--- src/dram_cmd_map.svh ---
// constants for command framing and refresh management
`ifndef DRAM_CMD_MAP_SVH
`define DRAM_CMD_MAP_SVH
// first-edge opcodes on command/address lines 4..0 (line 5 carries a flag); the activate opcode uses lines 1..0 only
`define CA_MPC 5'h00
`define CA_PRE 5'h10
`define CA_REF 5'h08
`define CA_SRE 5'h18
`define CA_WR1 5'h04
`define CA_SRX 5'h14
`define CA_MWR1 5'h0C
`define CA_RD1 5'h02
`define CA_CAS2 5'h12
`define CA_MRW1 5'h06
`define CA_MRW2 5'h16
`define CA_MRR1 5'h0E
`define CA_ACT1 2'h1
`define CA_DES 6'h00
// mode register addresses
`define MR_MGMT_ADDR 6'h18
`define MR_DEC_ADDR 6'h24
// management mode register fields
`define MGMT_REQ_BIT 0
`define MGMT_IMT_LSB 1
`define MGMT_IMT_MSB 5
`define MGMT_MULT_LSB 6
`define MGMT_MULT_MSB 7
// decrement multiplier in half units, max threshold multiplier in whole units
`define DEC_HALF_0 4'h2
`define DEC_HALF_1 4'h3
`define DEC_HALF_2 4'h4
`define DEC_HALF_3 4'h8
`define MAXM_0 4'h2
`define MAXM_1 4'h4
`define MAXM_2 4'h6
`define MAXM_3 4'h8
// timing
`define CLK_PS 4000
`define T_ALL_BANK_MGMT_REFRESH_SMALL_NS 210
`define T_ALL_BANK_MGMT_REFRESH_LARGE_NS 280
`define T_PER_BANK_MGMT_REFRESH_SMALL_NS 170
`define T_PER_BANK_MGMT_REFRESH_LARGE_NS 190
`define NS2CYC(ns) ((((ns) * 1000) + `CLK_PS - 1) / `CLK_PS)
`define T_REFI_UNIT_NS 3906
`define REFI_UNIT_CYC ((`T_REFI_UNIT_NS * 1000) / `CLK_PS)
`define MPC_WAIT_CYC 2
`define NBANK 8
`define TALLY_W 9
`endif

--- src/dram_cmd_pkg.sv ---
// types shared by both ends of the command link
package dram_cmd_pkg;
  typedef enum logic [3:0] {
    K_NONE, K_MPC, K_MPC_COL, K_PRE, K_REF, K_RFM, K_SRE, K_SRX,
    K_WR, K_MWR, K_RD, K_MRR, K_MRW, K_ACT, K_CAS2, K_MRW2
  } cmd_kind_e;
  typedef enum logic [2:0] {C_IDLE = 3'h1, C_SEND = 3'h2, C_WAIT = 3'h4} ctrl_state_e;
  typedef enum logic [1:0] {D_IDLE = 2'h1, D_SECOND = 2'h2} dev_state_e;
  typedef struct packed {
    logic [8:0] cnt;
    logic at_max;
  } tally_s;
  typedef struct packed {
    ctrl_state_e st;
    logic [3:0][6:0] seq;
    logic [1:0] left;
    logic [7:0] wait_cnt;
    logic cs;
    logic [5:0] ca;
    logic ready;
    logic refused;
    logic [9:0] sub;
    logic [4:0] unit;
    logic due;
    logic rfm_need;
    logic [7:0] blocked;
  } ctrl_s;
  typedef struct packed {
    dev_state_e st;
    logic [5:0] f_ca;
    cmd_kind_e f_kind;
    logic col_pend;
    cmd_kind_e c_kind;
    logic [2:0] c_ba;
    logic c_ap, c_bl, c_c9;
    logic act_pend;
    logic [9:0] a_hi;
    logic mrw_pend;
    logic m_op7;
    logic valid;
    cmd_kind_e kind;
    logic [2:0] bank;
    logic all, ap, b32;
    logic [9:0] col;
    logic [18:0] row;
    logic [5:0] mr_addr;
    logic [7:0] mr_op;
    logic [7:0] pre_mask;
    logic [1:0] dec_reg;
    logic [7:0] mgmt;
  } dev_s;
endpackage : dram_cmd_pkg

--- src/dram_cmd_if.sv ---
// chip select and command/address bus between controller and device
`timescale 1ns/100ps
interface dram_cmd_if;
  logic cs;
  logic [5:0] ca;
  modport ctrl (output cs, output ca);
  modport dev (input cs, input ca);
endinterface : dram_cmd_if

--- src/dram_bank_tally.sv ---
// one bank's rolling activate tally
`timescale 1ns/100ps
module dram_bank_tally
  import dram_cmd_pkg::*;
(
  // clock and reset
  input wire logic i_ref_clk,
  input wire logic i_arst_n,
  // updates
  input wire logic i_inc,
  input wire logic i_dec,
  input wire logic [8:0] i_dec_amt,
  input wire logic [8:0] i_max,
  // state
  output logic [8:0] o_count,
  output logic o_at_max
);
  tally_s q, d;

  // one up per activate while below the maximum, down by the amount, never below zero
  always_comb begin
    d = q;
    if (i_inc && q.cnt < i_max) begin
      d.cnt = q.cnt + 9'h001;
    end else if (i_dec) begin
      d.cnt = (q.cnt > i_dec_amt) ? q.cnt - i_dec_amt : 9'h000;
    end
    d.at_max = (i_max != 9'h000) && (d.cnt >= i_max);
  end

  always_ff @(posedge i_ref_clk or negedge i_arst_n) begin
    if (!i_arst_n) begin
      q <= '0;
    end else begin
      q <= d;
    end
  end

  assign o_count = q.cnt;
  assign o_at_max = q.at_max;
endmodule : dram_bank_tally

--- src/dram_ctrl_end.sv ---
// controller end: frames commands and manages activate tallies
// ------------------------------------------------------------------
// Summary of operation
// - non-deselect commands take two cycles
// - bank select or all-banks flag picks banks
// - masked write uses burst 16, line5 low
// - auto-precharge flag closes bank after access
// - burst select 32/16, always driven defined
// - column bits 1:0 zero; writes drive 3:2 low
// - column first halves followed by column second
// - oscillator/calibration multi purpose: two deselects after
// - activate and mode write halves back to back
// - unused upper row bits driven high
// - device reports management need in bit 0
// - each activate adds one to bank tally
// - device exposes initial threshold in bits 5:1
// - refresh second half line 3 selects management
// - wait management cycle time after management refresh
// - management refresh lowers tally by threshold times multiplier
// - tally saturates at zero
// - no activate once tally reaches maximum
// - management refresh spaced like ordinary refresh
// - ordinary refresh lowers tally; interval bounded
// - self refresh leaves tallies unchanged
// ------------------------------------------------------------------
`timescale 1ns/100ps
`include "dram_cmd_map.svh"
module dram_ctrl_end
  import dram_cmd_pkg::*;
#(
  parameter bit LARGE_DENSITY = 1'b0,
  parameter bit USE_UPPER_ROW = 1'b0,
  parameter logic [7:0] REF_GAP_CYC = 8'h08,
  parameter logic [7:0] ROW_CYCLE_NS = 8'h3C
) (
  // clock and reset
  input wire logic i_ref_clk,
  input wire logic i_arst_n,
  // command request
  input wire logic i_req_valid,
  input wire cmd_kind_e i_req_kind,
  input wire logic [2:0] i_req_bank,
  input wire logic i_req_all,
  input wire logic i_req_ap,
  input wire logic i_req_bl32,
  input wire logic [9:0] i_req_col,
  input wire logic [18:0] i_req_row,
  input wire logic [5:0] i_req_mr_addr,
  input wire logic [7:0] i_req_op,
  output logic o_req_ready,
  output logic o_req_refused,
  // device mode register values
  input wire logic [7:0] i_mgmt_reg,
  input wire logic [1:0] i_dec_reg,
  input wire logic [4:0] i_refresh_rate_mult,
  // management status
  output logic [7:0] o_blocked,
  output logic o_refresh_due,
  output logic o_rfm_needed,
  // link
  dram_cmd_if.ctrl link
);
  // ----------------------------------------------------------------
  // tally arithmetic
  // ----------------------------------------------------------------
  localparam logic [7:0] RFM_AB_CYC = 8'(LARGE_DENSITY ?
    `NS2CYC(`T_ALL_BANK_MGMT_REFRESH_LARGE_NS) : `NS2CYC(`T_ALL_BANK_MGMT_REFRESH_SMALL_NS));
  localparam logic [7:0] RFM_PB_CYC = 8'(LARGE_DENSITY ?
    `NS2CYC(`T_PER_BANK_MGMT_REFRESH_LARGE_NS) : `NS2CYC(`T_PER_BANK_MGMT_REFRESH_SMALL_NS));

  ctrl_s q, d;
  logic [4:0] imt;
  logic [3:0] dec_half, max_mult;
  logic [8:0] imt_w, rfm_amt, max_val, dec_amt;
  logic [12:0] rfm_prod;
  logic [8:0] tally [`NBANK];
  logic [7:0] at_max, inc_hit, dec_hit, over_imt;
  logic req_bit, take, go, is_ref, is_rfm;

  // multipliers come from the device's read-only and writable fields
  always_comb begin
    imt = i_mgmt_reg[`MGMT_IMT_MSB:`MGMT_IMT_LSB];
    req_bit = i_mgmt_reg[`MGMT_REQ_BIT];
    case (i_dec_reg)
      2'h0: dec_half = `DEC_HALF_0;
      2'h1: dec_half = `DEC_HALF_1;
      2'h2: dec_half = `DEC_HALF_2;
      default: dec_half = `DEC_HALF_3;
    endcase
    case (i_mgmt_reg[`MGMT_MULT_MSB:`MGMT_MULT_LSB])
      2'h0: max_mult = `MAXM_0;
      2'h1: max_mult = `MAXM_1;
      2'h2: max_mult = `MAXM_2;
      default: max_mult = `MAXM_3;
    endcase
  end

  assign imt_w = {4'h0, imt};
  assign rfm_prod = {8'h00, imt} * {9'h000, dec_half};
  assign rfm_amt = rfm_prod[9:1];
  assign max_val = 9'({4'h0, imt} * {5'h00, max_mult});
  assign take = i_req_valid && q.ready;
  assign go = take && !(i_req_kind == K_ACT && at_max[i_req_bank]);
  assign is_ref = go && (i_req_kind == K_REF || (i_req_kind == K_RFM && !req_bit));
  assign is_rfm = go && i_req_kind == K_RFM && req_bit;
  assign dec_amt = is_rfm ? rfm_amt : imt_w;

  // ----------------------------------------------------------------
  // per-bank tallies; self refresh touches none of them
  // ----------------------------------------------------------------
  for (genvar b = 0; b < `NBANK; b++) begin : g_bank
    assign inc_hit[b] = go && i_req_kind == K_ACT && i_req_bank == 3'(b);
    assign dec_hit[b] = (is_ref || is_rfm) && (i_req_all || i_req_bank == 3'(b));
    assign over_imt[b] = tally[b] >= imt_w && imt_w != 9'h000;
    dram_bank_tally u_tally (
      .i_ref_clk(i_ref_clk),
      .i_arst_n(i_arst_n),
      .i_inc(inc_hit[b]),
      .i_dec(dec_hit[b]),
      .i_dec_amt(dec_amt),
      .i_max(max_val),
      .o_count(tally[b]),
      .o_at_max(at_max[b])
    );
  end

  // ----------------------------------------------------------------
  // command word builder: up to four edges, then deselect wait
  // ----------------------------------------------------------------
  logic [3:0][6:0] w;
  logic [1:0] n;
  logic [7:0] wt, rfm_wt;
  logic [5:0] c2;
  logic bl, r17, r18;

  always_comb begin
    rfm_wt = i_req_all ? RFM_AB_CYC : RFM_PB_CYC;
    bl = (i_req_kind == K_MWR) ? 1'b0 : i_req_bl32;
    c2 = i_req_col[7:2];
    if (i_req_kind == K_WR || i_req_kind == K_MWR) begin
      c2[1:0] = 2'h0;
    end
    r17 = USE_UPPER_ROW ? i_req_row[17] : 1'b1;
    r18 = USE_UPPER_ROW ? i_req_row[18] : 1'b1;
    w = '0;
    n = 2'h1;
    wt = 8'h00;
    case (i_req_kind)
      K_WR, K_MWR, K_RD, K_MRR, K_MPC_COL: begin
        n = 2'h3;
        case (i_req_kind)
          K_WR: w[0] = {1'b1, bl, `CA_WR1};
          K_MWR: w[0] = {1'b1, 1'b0, `CA_MWR1};
          K_RD: w[0] = {1'b1, bl, `CA_RD1};
          K_MRR: w[0] = {1'b1, 1'b0, `CA_MRR1};
          default: w[0] = {1'b1, i_req_op[6], `CA_MPC};
        endcase
        if (i_req_kind == K_MRR) begin
          w[1] = {1'b0, i_req_mr_addr};
        end else if (i_req_kind == K_MPC_COL) begin
          w[1] = {1'b0, i_req_op[5:0]};
        end else begin
          w[1] = {1'b0, i_req_ap, i_req_col[9], 1'b0, i_req_bank};
        end
        w[2] = {1'b1, i_req_col[8], `CA_CAS2};
        w[3] = {1'b0, (i_req_kind == K_MRR) ? 6'h00 : c2};
      end
      K_MPC: begin
        w[0] = {1'b1, i_req_op[6], `CA_MPC};
        w[1] = {1'b0, i_req_op[5:0]};
        wt = 8'(`MPC_WAIT_CYC);
      end
      K_MRW: begin
        n = 2'h3;
        w[0] = {1'b1, i_req_op[7], `CA_MRW1};
        w[1] = {1'b0, i_req_mr_addr};
        w[2] = {1'b1, i_req_op[6], `CA_MRW2};
        w[3] = {1'b0, i_req_op[5:0]};
      end
      K_ACT: begin
        n = 2'h3;
        w[0] = {1'b1, i_req_row[15:12], `CA_ACT1};
        w[1] = {1'b0, i_req_row[11:10], i_req_row[16], i_req_bank};
        w[2] = {1'b1, i_req_row[9:6], r18, r17};
        w[3] = {1'b0, i_req_row[5:0]};
      end
      K_PRE: begin
        w[0] = {1'b1, i_req_all, `CA_PRE};
        w[1] = {1'b0, 3'h0, i_req_bank};
      end
      K_REF, K_RFM: begin
        w[0] = {1'b1, i_req_all, `CA_REF};
        w[1] = {1'b0, i_req_all, 1'b0, is_rfm, i_req_bank};
        // management refresh keeps the ordinary spacing as a floor
        wt = (is_rfm && rfm_wt > REF_GAP_CYC) ? rfm_wt : REF_GAP_CYC;
      end
      K_SRE: w[0] = {1'b1, 1'b0, `CA_SRE};
      K_SRX: w[0] = {1'b1, 1'b0, `CA_SRX};
      default: w[0] = '0;
    endcase
  end

  // ----------------------------------------------------------------
  // sequencer, refresh interval timer, management flags
  // ----------------------------------------------------------------
  logic [16:0] refi_ns, rfmth_ns;
  logic unit_hit;

  assign refi_ns = 17'(i_refresh_rate_mult) * 17'(`T_REFI_UNIT_NS);
  assign rfmth_ns = 17'(imt) * 17'(ROW_CYCLE_NS);
  assign unit_hit = q.sub == 10'(`REFI_UNIT_CYC - 1);

  always_comb begin
    d = q;
    d.refused = take && !go;
    d.blocked = at_max;
    // only above the interval threshold does a high tally matter
    d.rfm_need = req_bit && (refi_ns > rfmth_ns) && (over_imt != 8'h00);
    case (q.st)
      C_IDLE: begin
        if (go) begin
          d.seq = {7'h00, w[3:1]};
          {d.cs, d.ca} = w[0];
          d.left = n; // words still to send after the first
          d.wait_cnt = wt;
          d.ready = 1'b0;
          d.st = C_SEND;
        end
      end
      C_SEND: begin
        {d.cs, d.ca} = q.seq[0]; // halves leave back to back
        d.seq = {7'h00, q.seq[3:1]};
        d.left = q.left - 2'h1;
        if (q.left == 2'h0) begin
          {d.cs, d.ca} = {1'b0, `CA_DES};
          d.ready = q.wait_cnt == 8'h00;
          d.st = d.ready ? C_IDLE : C_WAIT;
        end
      end
      C_WAIT: begin
        d.wait_cnt = q.wait_cnt - 8'h01;
        if (q.wait_cnt <= 8'h01) begin
          d.ready = 1'b1;
          d.st = C_IDLE;
        end
      end
      default: d.st = C_IDLE;
    endcase
    // interval counter restarts on each ordinary refresh; a due set wins
    d.sub = unit_hit ? 10'h000 : q.sub + 10'h001;
    d.unit = unit_hit ? q.unit + 5'h01 : q.unit;
    d.due = q.due && !(is_ref || is_rfm);
    if (is_ref) begin
      d.sub = 10'h000;
      d.unit = 5'h00;
    end
    if (unit_hit && i_refresh_rate_mult != 5'h00 && q.unit + 5'h01 >= i_refresh_rate_mult) begin
      d.due = 1'b1;
    end
  end

  always_ff @(posedge i_ref_clk or negedge i_arst_n) begin
    if (!i_arst_n) begin
      q <= '{st: C_IDLE, ready: 1'b1, default: '0};
    end else begin
      q <= d;
    end
  end

  assign link.cs = q.cs;
  assign link.ca = q.ca;
  assign o_req_ready = q.ready;
  assign o_req_refused = q.refused;
  assign o_blocked = q.blocked;
  assign o_refresh_due = q.due;
  assign o_rfm_needed = q.rfm_need;
endmodule : dram_ctrl_end

--- src/flat_wrapper.sv ---
// flat-port wrapper written by rule: the top's interface ports become plain ports
module dram_ctrl_end_flat import dram_cmd_pkg::*;
#(
  parameter bit LARGE_DENSITY = 1'b0,
  parameter bit USE_UPPER_ROW = 1'b0,
  parameter logic [7:0] REF_GAP_CYC = 8'h08,
  parameter logic [7:0] ROW_CYCLE_NS = 8'h3C
)
  (i_ref_clk, i_arst_n, i_req_valid, i_req_kind, i_req_bank, i_req_all, i_req_ap, i_req_bl32, i_req_col, i_req_row, i_req_mr_addr, i_req_op, o_req_ready, o_req_refused, i_mgmt_reg, i_dec_reg, i_refresh_rate_mult, o_blocked, o_refresh_due, o_rfm_needed, link_cs, link_ca);
  dram_cmd_if link_i ();
  input wire logic i_ref_clk;
  input wire logic i_arst_n;
  input wire logic i_req_valid;
  input wire cmd_kind_e i_req_kind;
  input wire logic [2:0] i_req_bank;
  input wire logic i_req_all;
  input wire logic i_req_ap;
  input wire logic i_req_bl32;
  input wire logic [9:0] i_req_col;
  input wire logic [18:0] i_req_row;
  input wire logic [5:0] i_req_mr_addr;
  input wire logic [7:0] i_req_op;
  output logic o_req_ready;
  output logic o_req_refused;
  input wire logic [7:0] i_mgmt_reg;
  input wire logic [1:0] i_dec_reg;
  input wire logic [4:0] i_refresh_rate_mult;
  output logic [7:0] o_blocked;
  output logic o_refresh_due;
  output logic o_rfm_needed;
  output wire logic [$bits(link_i.cs)-1:0] link_cs;
  output wire logic [$bits(link_i.ca)-1:0] link_ca;
  assign link_cs = link_i.cs;
  assign link_ca = link_i.ca;
  dram_ctrl_end #(.LARGE_DENSITY(LARGE_DENSITY), .USE_UPPER_ROW(USE_UPPER_ROW), .REF_GAP_CYC(REF_GAP_CYC), .ROW_CYCLE_NS(ROW_CYCLE_NS)) u_core (.i_ref_clk(i_ref_clk), .i_arst_n(i_arst_n), .i_req_valid(i_req_valid), .i_req_kind(i_req_kind), .i_req_bank(i_req_bank), .i_req_all(i_req_all), .i_req_ap(i_req_ap), .i_req_bl32(i_req_bl32), .i_req_col(i_req_col), .i_req_row(i_req_row), .i_req_mr_addr(i_req_mr_addr), .i_req_op(i_req_op), .o_req_ready(o_req_ready), .o_req_refused(o_req_refused), .i_mgmt_reg(i_mgmt_reg), .i_dec_reg(i_dec_reg), .i_refresh_rate_mult(i_refresh_rate_mult), .o_blocked(o_blocked), .o_refresh_due(o_refresh_due), .o_rfm_needed(o_rfm_needed), .link(link_i));
endmodule
--- config.mk ---
export PLATFORM = sky130hd
export DESIGN_NAME = dram_ctrl_end_flat
export DESIGN_NICKNAME = d
export VERILOG_FILES = /design/src/dram_cmd_pkg.sv /design/src/dram_cmd_if.sv /design/src/dram_bank_tally.sv /design/src/dram_ctrl_end.sv /design/src/flat_wrapper.sv
export VERILOG_INCLUDE_DIRS = /design/src /design/src/src
export SDC_FILE = /design/constraint.sdc
export NUM_CORES = 1
export LEC_CHECK = 0
export ABC_AREA = 1
export BUFFER_PORTS_ARGS = -buffer_cell sky130_fd_sc_hd__buf_2
export CORE_UTILIZATION = 58
export DETAILED_ROUTE_END_ITERATION = 10
export PLACE_DENSITY = 0.77
export SLEW_MARGIN = 20
export SYNTH_ARGS = -nofsm -noshare
export SYNTH_HDL_FRONTEND = slang
export SYNTH_SLANG_ARGS = --single-unit
--- constraint.sdc ---
create_clock -name i_ref_clk -period 4.6 [get_ports i_ref_clk]
set_input_delay 0.23 -clock i_ref_clk [delete_from_list [all_inputs] [get_ports i_ref_clk]]
set_output_delay 0.23 -clock i_ref_clk [all_outputs]
set_load 0.01 [all_outputs]
=== After elaboration in Yosys (flattened, before gate mapping) ===
Cells that the tools add are included.

* Bits in registers: 155
* Input bits: 71
* Output and inout port bits: 19
* Logic and storage cells: 270

* Add/sub/neg operators: 20
* Multiply operators: 4
* Order comparisons: 37
* Eq/ne operators: 31
* Mux-type cells: 56
* Reductions and logical operators: 90

{| class="wikitable"
|+ Operators with widths
! kind !! number
|-
| 9-bit 2-to-1 mux || 24
|-
| 9-bit by 1-bit adder with 9-bit output, second input constant || 8
|-
| 9-bit by 5-bit greater-or-equal comparator with 1-bit output || 8
|-
| 9-bit greater-or-equal comparator || 8
|-
| 9-bit > comparator || 8
|-
| 9-bit less-than comparator || 8
|-
| 9-bit subtractor || 8
|-
| 30-bit case mux with 2 select lines || 1
|-
| 7-bit case mux with 8 select lines || 1
|-
| 1-bit logical AND || 55
|-
| 49-bit 2-to-1 mux || 1
|-
| 7-bit case mux with 6 select lines || 1
|-
| 13-bit case mux with 3 select lines || 1
|-
| 8-bit case mux with 2 select lines || 2
|-
| 4-bit == test, second input constant || 6
|-
| 8-bit 2-to-1 mux || 3
|-
| 4-bit case mux with 3 select lines || 2
|-
| 6-bit case mux with 4 select lines || 1
|-
| 5-bit by 4-bit multiplier with 9-bit output || 2
|-
| 9-bit nonzero test || 2
|-
| 17-bit by 11-bit > comparator with 1-bit output || 1
|-
| 4-bit by 3-bit == test with 1-bit output, second input constant || 4
|-
| 5-bit by 11-bit multiplier with 16-bit output, second input constant || 1
|-
| 3-bit == test, second input constant || 5
|-
| other kinds (44) || 77
|}

=== Longest topological paths before layout ===
Gate-level depths: netlist of run 1.

* Depth after elaboration: 14
* Gate-level depth with buffers: 38
* Gate-level depth less buffers: 38

=== Modules after synthesis ===
A second synthesis of run 1 with hierarchy kept.

* Cells, all modules: 3,143
* Area total of the unflattened synthesis: 20,786.2 um^2

{| class="wikitable"
|+ Modules (own cells, without submodules)
! module !! times used !! cells an instance !! area an instance (um^2) !! sequential area each (um^2)
|-
| dram_ctrl_end || 1 || 1,199 || 8,187.9 || 1,679.1
|-
| dram_bank_tally (u_core.g_bank[0].u_tally ...) || 4 || 240 || 1,572.8 || 250.2
|-
| dram_bank_tally (u_core.g_bank[3].u_tally ...) || 2 || 239 || 1,556.5 || 250.2
|-
| dram_bank_tally (u_core.g_bank[5].u_tally) || 1 || 260 || 1,622.8 || 250.2
|-
| dram_bank_tally (u_core.g_bank[2].u_tally) || 1 || 246 || 1,571.5 || 250.2
|}

=== Least setup slack after synthesis of run 1 ===
Ideal clock, no wire load.

* Path kind: input -> register
* Start: input i_mgmt_reg[2]
* End: register u_core.g_bank[0].u_tally.q, in the netlist u_core.g_bank[0].u_tally.o_at_max
* Library setup time: 0.154 ns
* Data arrival time: 5.280 ns
* Required time: 4.446 ns
* Path slack: -0.834 ns
* Stages: 30
* Path buffers: 0
* Cells stage by stage: inv_1 -> nor2_1 -> fa_1 -> inv_1 -> fa_1 -> inv_1 -> ha_1 -> a21oi_1 -> nand2_1 -> a21o_1 -> a21oi_1 -> inv_1 -> o21ai_0 -> ha_1 -> nand2_1 -> nor3_1 -> nand3_1 -> nand3_1 -> nand2_1 -> or2_2 -> nand2_1 -> nand2_1 -> a21oi_1 -> ha_1 -> a211oi_1 -> o21ai_0 -> nand3_1 -> nand2_1 -> nand3_1 -> a21oi_1

{| class="wikitable"
|+ RTL lines
! what !! RTL line !! RTL
|-
| from (decl) || flat_wrapper.sv:25 || <nowiki>input wire logic [7:0] i_mgmt_reg;</nowiki>
|-
| to (signal assigned) || dram_bank_tally.sv:33 || <nowiki>q <= '0;</nowiki>
|-
| to (signal assigned) || dram_bank_tally.sv:35 || <nowiki>q <= d;</nowiki>
|-
| to (decl) || dram_bank_tally.sv:18 || <nowiki>tally_s q, d;</nowiki>
|}

==> metrics, run 1 <==
NumNets Final=3,709; Setup CP Type=in -> reg; flops & latches, synth=147; post-synthesis net count=3,337; Antenna diodes=0; initial antenna violation count=1; most common flop cell mapped by yosys=dfrtp_1; Post-DRT Antenna Nets=0; die width=184 um; area grow syn2layout=24.3%; CP startpoint kind=input port; vias in the first global route=20,207; # setup viols final=8; reg2reg start=u_core.g_bank[3].u_tally.o_at_max; vias=20,944; Post-synth EDFFs=0; 1st-iter DRT viols=1,547; H-tree Lvls=4; Pins Over Slew Limit=0; most numerous cell in the Yosys netlist=nand2_1; Core Rows=66; Core Util, Final=73.2%; synth cell count leaders=919 x nand2_1, 397 x inv_1, 320 x ha_1, 272 x nor2_1, 192 x a21oi_1; Synth area leader=ha_1; mean number of vias per cell=5.60; status=finished, violations left; clock-pin transition on the worst setup and hold timing paths=70 ps; routability cong.=1.01; RSZ-0062 raised after global routing=true; starting density of the core=58.9%; Power Density=189 nW/um^2; post-synthesis cell count=2,914; final hold vios=0; final WL=62.9 mm; I/O pin count=90; Crit-path slowest cell=fa_2; fraction of registers with async set/reset=100%; CTS tree=built; max cap viols=0; final setup margin=-208 ps; critical path fanouts, max=8; Leak Pwr=12.9 nW; Final Cycle Share=105%; layout cell share with drive strength beyond 1=18.8%; DR DRC count=0; failing checks=setup timing; CP dominant cell by count=nand2_2; min cycle time layout=4810 ps; kind of end point of the critical path=flip-flop; DP HPWL=46.9 mm; synthesized area=19,200 um^2; WP data arrival=5140 ps; Slew headroom=36.5%; GRT Overall Usage=37.3%; number of distinct library cells after synthesis=44; CP peak stage delay=590 ps; Max VDD drop=0.276 mV; clk buf depth=2; Synth area leaders=ha_1 21%, dfrtp_1 19%, nand2_1 18%, inv_1 7.8%, nor2_1 5.3%; post-synth top area share=20.9%; Hold Startpoint=i_mgmt_reg[0]; Peak Freq=208 MHz; Mean Syn Cell Area=6.57 um^2; Worst Tran Pin Value=947 ps; clock sink count=147; worst skew pair latency=450 ps; Num CTS Buffers=17; die height=184 um; synthesis warning total=0; largest net degree at the start of global routing=109; total power=4.50 mW; clk root buf=clkbuf_16; gr ovfl total=0; Seq/Total Area, Yosys=19.2%; drt pass-1 iters=5; global-route wire length before repair=99.5 mm; worst path required time=4930 ps; Core ar.=32,500 um^2; port bufs=85; worst hold path class=in -> reg; CP startpoint=i_dec_reg[1]; die area=33,800 um^2; WL per Instance=16.8 um; clk_skew=9.39 ps
report_power, final:
group / switching, mW / internal [mW] / total, mW / leakage (nW)
logic: 0.942 / 0.697 / 1.64 / 11.0
clock network: 0.632 / 0.900 / 1.53 / 0.304
registers: 0.0164 / 1.31 / 1.32 / 1.56
total: 1.59 / 2.91 / 4.50 / 12.9
timing repair:
item | in CTS | in global routing
gates cloned | 1 | 2
setup endpoints to repair | 8 | 8
pin swaps | 31 | 44
gates resized for setup | 54 | 101
hold endpoints to repair | 81 | 0
buffers inserted | 8 | 14
hold buffers | 1 | 0
path summary, 6_finish.rpt:
| check | end | slack, ps | cells after the start |
|---|---|---|---|
| max reg2reg | u_core.g_bank[4].u_tally.o_at_max | 370 | 25 |
| min | u_core.o_rfm_needed | 60 | 3 |
| max in group asynchronous | u_core.g_bank[1].u_tally.o_count[5] | 3000 | 3 |
| min in group asynchronous | u_core.q[10] | 440 | 2 |
| min reg2reg | u_core.o_blocked[6] | 410 | 0 |
| max | u_core.g_bank[2].u_tally.o_at_max | -210 | 31 |
logic make-up (layout without fill, tap and decap cells):
logic type	after synthesis	count (layout)	share of synthesized area, %
flip-flops	147	147	19.2
adder cells (fa/ha/maj)	352	352	24.2
AND/OR/NAND/NOR	1541	1543	33.6
buffers and inverters	437	820	8.97
AO/OA/AOI/OAI	340	340	9.49
XOR/XNOR	96	96	4.39
multiplexers	1	1	0.0523
routing by layer:
metal | share of wire [%] | vias up | track usage, %
li1 | - | 10226 | -
met1 | 41 | 9672 | 46.4
met2 | 46 | 860 | 61.6
met3 | 8.7 | 184 | 7.15
met4 | 4.4 | 2 | 18.5
met5 | 0.021 | - | 0
critical path, delay by kind of cell:
kind / cells / cell delay, ps
adders and majority gates: 5 / 1970
and+or+nand+nor: 13 / 1530
AOI/OAI and AO/OA: 6 / 720
buffers and inverters: 6 / 480
xor gates and xnor gates: 1 / 150
sequential cells by signal, indices dropped and copies added, names as in the netlist:
register,cells
u_core.g_bank.u_tally.o_at_max,8
u_core.g_bank.u_tally.o_count,72
u_core.link.ca,6
u_core.link.cs,1
u_core.o_blocked,8
u_core.o_refresh_due,1
u_core.o_req_ready,1
u_core.o_req_refused,1
u_core.o_rfm_needed,1
u_core.q,48
through the flow:
step,instance area (um^2),hold WS [ps],TNS (ps),std cells,worst slack [ps]
3_3_place_gp,22400,390,-4740,3683,-637
6_report,23800,64.8,-1020,3741,-208
3_5_place_dp,22400,391,-6630,3683,-758
2_1_floorplan,19400,-65.6,-991,2914,-226
5_1_grt,23800,62.0,-2910,3741,-418
4_1_cts,23300,54.5,-275,3725,-85.5
placed cells by master, fill, tap and decap left out, types with 68 or more instances in the layout:
cell type  instances
nand2_1          886
nand3_1          179
nor2_1           260
dfrtp_1          145
buf_2             81
xor2_1            68
inv_1            376
ha_1             299
buf_4            287
a21oi_1          152
o21ai_0           82
layout make-up:
| cell class | count | area (um^2) |
|---|---|---|
| clock inverters | 11 | 151 |
| flip-flops and latches | 147 | 3680 |
| inverters | 402 | 1540 |
| well taps | 442 | 553 |
| fillers | 2684 | 8720 |
| clock buffers | 21 | 470 |
| repair buffers | 386 | 2860 |
| multi-input cells | 2332 | 14600 |
(Power assumes the default switching activity.)
==> run 2: changes to the inputs <==
Settings changed: CORE_UTILIZATION 58 to 59, PLACE_DENSITY 0.77 to 0.78, SYNTH_HIERARCHICAL from default to 1.
==> run 2 against run 1 <==
The run still ends with setup timing left. Sequential share of layout area shrank 1.1 points. Register-to-register slack hardly changed. Clock-buffer cell count is 3 lower. Sequential cell count is the same. Via count grew 6.0%. First-iteration DRC count fell by 12%. Critical path type unchanged.
==> metrics, run 2 <==
critical path fanouts, max=6 (-2); mux cell area share after synthesis=0.108% (+0.056 points); Gate power share=38.2% (+1.8 points); hold slack=33.9 ps (-30.9 ps); Core ar.=34,600 um^2 (+6.4%); clk root buf=clkbuf_16; Power Density=178 nW/um^2 (-5.8%); layout cell share with drive strength beyond 1=20.9% (+2.1 points); clock-pin transition on the worst setup and hold timing paths=60 ps (about the same); max cap viols=0 (unchanged); Cells after DPL=3,881 (+5.4%); DP HPWL=48.7 mm (+3.8%); final cell count without fillers=3,942 (+5.4%); largest net degree at the start of global routing=68 (-38%); min cycle time layout=4860 ps (+55.6 ps); Final Cycle Share=106% (+1.2 points); die width=190 um (+3.2%); CP peak stage delay=520 ps (-70 ps); I/O pin count=90 (unchanged); cell-internal power=2.88 mW (-0.79%); Synth area leaders=ha_1 20%, dfrtp_1 17%, nand2_1 16%, inv_1 10%, nand3_1 5.7%; H-tree Lvls=4 (unchanged); Peak Freq=206 MHz (-1.1%); routability cong.=0.995 (-1.6%); post-synthesis cell count=3,143 (+7.9%); clock power share=32.8% (-1.3 points); Mean Syn Cell Area=6.61 um^2 (+0.60%); Synth area leader=ha_1; final hold vios=0 (unchanged); main combinational cell family by area after synthesis=simple AND/OR/NAND/NOR gates; initial antenna violation count=1 (unchanged); Setup CP Type=in -> reg; synth cell count leaders=859 x nand2_1, 556 x inv_1, 336 x ha_1, 238 x nand3_1, 198 x nor2_1; Sw Pwr=1.68 mW (+5.3%); clk_skew=14.9 ps (+5.54 ps); Crit-path slowest cell=fa_1; DR DRC count=0 (unchanged); drt pass-1 iters=6 (+1); WP data arrival=5210 ps (+70 ps); die area=36,000 um^2 (+6.6%); number of distinct library cells after synthesis=59 (+34%); Compound-Gate Fraction of Synth Area=11.9% (+2.4 points); port bufs=85 (unchanged); area grow syn2layout=23.2%; 1st-iter DRT viols=1,359 (-12%); worst skew pair latency=460 ps (about the same); Post-DP Area=23,700 um^2 (+5.7%); starting density of the core=60.0% (+1.2 points); Worst Tran Pin Value=810 ps (-137 ps); vias=22,204 (+6.0%); clk buf depth=2 (unchanged); worst hold path class=in -> reg; CP dominant cell by count=nand2_1; Num CTS Buffers=17 (unchanged); Max VDD drop=0.291 mV (+5.3%); Leak Pwr=13.7 nW (+6.4%); kind of end point of the critical path=flip-flop; final WL=65.6 mm (+4.3%); Simple-Gate Fraction of Synth Area=31.9% (-1.7 points); synthesis warning total=6 (+6); # setup viols final=8 (unchanged); CP startpoint kind=input port; vias in the first global route=21,774 (+7.8%); fraction of registers with async set/reset=100% (unchanged); flops & latches, synth=147 (unchanged); commonest cells after routing, fill and taps aside=809 x nand2_1, 541 x inv_1, 290 x ha_1; GRT Overall Usage=35.7% (-1.6 points); most numerous cell in the Yosys netlist=nand2_1; most common flop cell mapped by yosys=dfrtp_1; die height=190 um (+3.2%); Post-DRT Antenna Nets=0 (unchanged); Sw Ratio=36.8% (+1.4 points); mean number of vias per cell=5.63 (+0.61%); clock sink count=147 (unchanged); post-synthesis adder-cell area fraction=23.3% (-0.94 points); Sequential Power Share=28.9% (-0.6 points); status=finished, violations left; failing checks=setup timing; commonest non-fill, non-tap cell in the layout=nand2_1; CTS tree=built; gr ovfl total=0 (unchanged); worst path required time=4940 ps (about the same); RSZ-0062 raised after global routing=true; post-synth top area share=20.2% (-0.68 points); Slew headroom=46.0% (+9.6 points); Core Rows=68 (+3.0%); Final Instance Area=25,600 um^2 (+7.6%); final setup margin=-264 ps (-55.6 ps); global-route wire length before repair=103 mm (+4.0%); NumNets Final=3,913 (+5.5%); WL per Instance=16.6 um (-0.99%); Seq/Total Area, Yosys=17.7% (-1.5 points); max FFs per register=72 (unchanged); Pins Over Slew Limit=0 (unchanged); Post-synth EDFFs=0 (unchanged); Core Util, Final=74.0% (+0.79 points); Synth Area in XOR/XNOR=2.74% (-1.7 points); synthesized area=20,800 um^2 (+8.5%); Antenna diodes=0 (unchanged)
==> run 2: critical path: cells and delay by family <==
family                     cells  cell delay [ps]
and+or+nand+nor               12             1230
AOI/OAI and AO/OA              9             1260
adders and majority gates      5             2020
buffers and inverters          6              470
==> run 2: cells by family (layout without fill, tap and decap cells) <==
kind of cell / after synthesis / in the layout
multiplexers: 2 / 2
buffers and inverters: 637 / 956
flip-flops: 147 / 147
AND/OR/NAND/NOR: 1494 / 1494
AO/OA/AOI/OAI: 429 / 429
XOR/XNOR: 65 / 65
other: 1 / 26
adder cells (fa/ha/maj): 368 / 368
==> run 2: per-layer routing <==
layer	vias up	GRT usage [%]	wire length, um
li1	10828	-	-
met1	10245	41.2	25500
met2	856	61.1	31400
met3	273	6.86	4870
met4	2	21.6	3870
met5	-	0	13
==> run 2: power by group through the flow <==
stage	clock network, mW	logic, mW	registers (mW)
final	1.50	1.74	1.32
after detailed placement	0	1.56	1.34
after CTS	1.51	1.61	1.32
after global routing	1.57	1.94	1.32
after global placement	0	1.50	1.34
after floorplan	0	0.979	1.34
==> run 2: final cells by class <==
class / count / area (um^2)
Inverter: 586 / 2220
Clock inverter: 14 / 178
Sequential cell: 147 / 3680
Tap cell: 455 / 569
Fill cell: 2709 / 9010
Timing Repair Buffer: 338 / 2570
Multi-Input combinational cell: 2384 / 16000
Clock buffer: 18 / 429
==> run 2: worst paths after layout <==
kind                                                   start                                end  slack, ps  depth (start not counted)
max                                             i_dec_reg[1]  u_core/g_bank[3].u_tally/o_at_max       -260                         32
min                                              i_req_valid               u_core/o_req_refused         30                          3
max reg2reg                u_core/g_bank[1].u_tally/o_at_max  u_core/g_bank[3].u_tally/o_at_max        370                         21
min reg2reg                u_core/g_bank[0].u_tally/o_at_max                u_core/o_blocked[0]        380                          0
max in group asynchronous                           i_arst_n                  u_core/link.ca[2]       3200                          3
min in group asynchronous                           i_arst_n                       u_core/q[21]        310                          2
==> run 2: metrics by stage <==
stage	setup slack [ps]	setup TNS (ps)	total power, mW
global route	-505	-3590	4.83
finish	-264	-1320	4.56
floorplan	-7.01	-7.01	2.32
detailed placement	-664	-4930	2.90
global placement	-535	-3780	2.84
CTS	-21.6	-58.5	4.44
==> run 2: repair_timing <==
item / 4_1_cts / 5_1_grt
pin swaps: 46 / 117
hold buffers: 1 / 0
cloned: 1 / 0
setup buffers: 17 / 10
endpoints found under the setup margin: 8 / 8
hold endpoints to repair: 64 / 0
gates resized for setup: 61 / 173
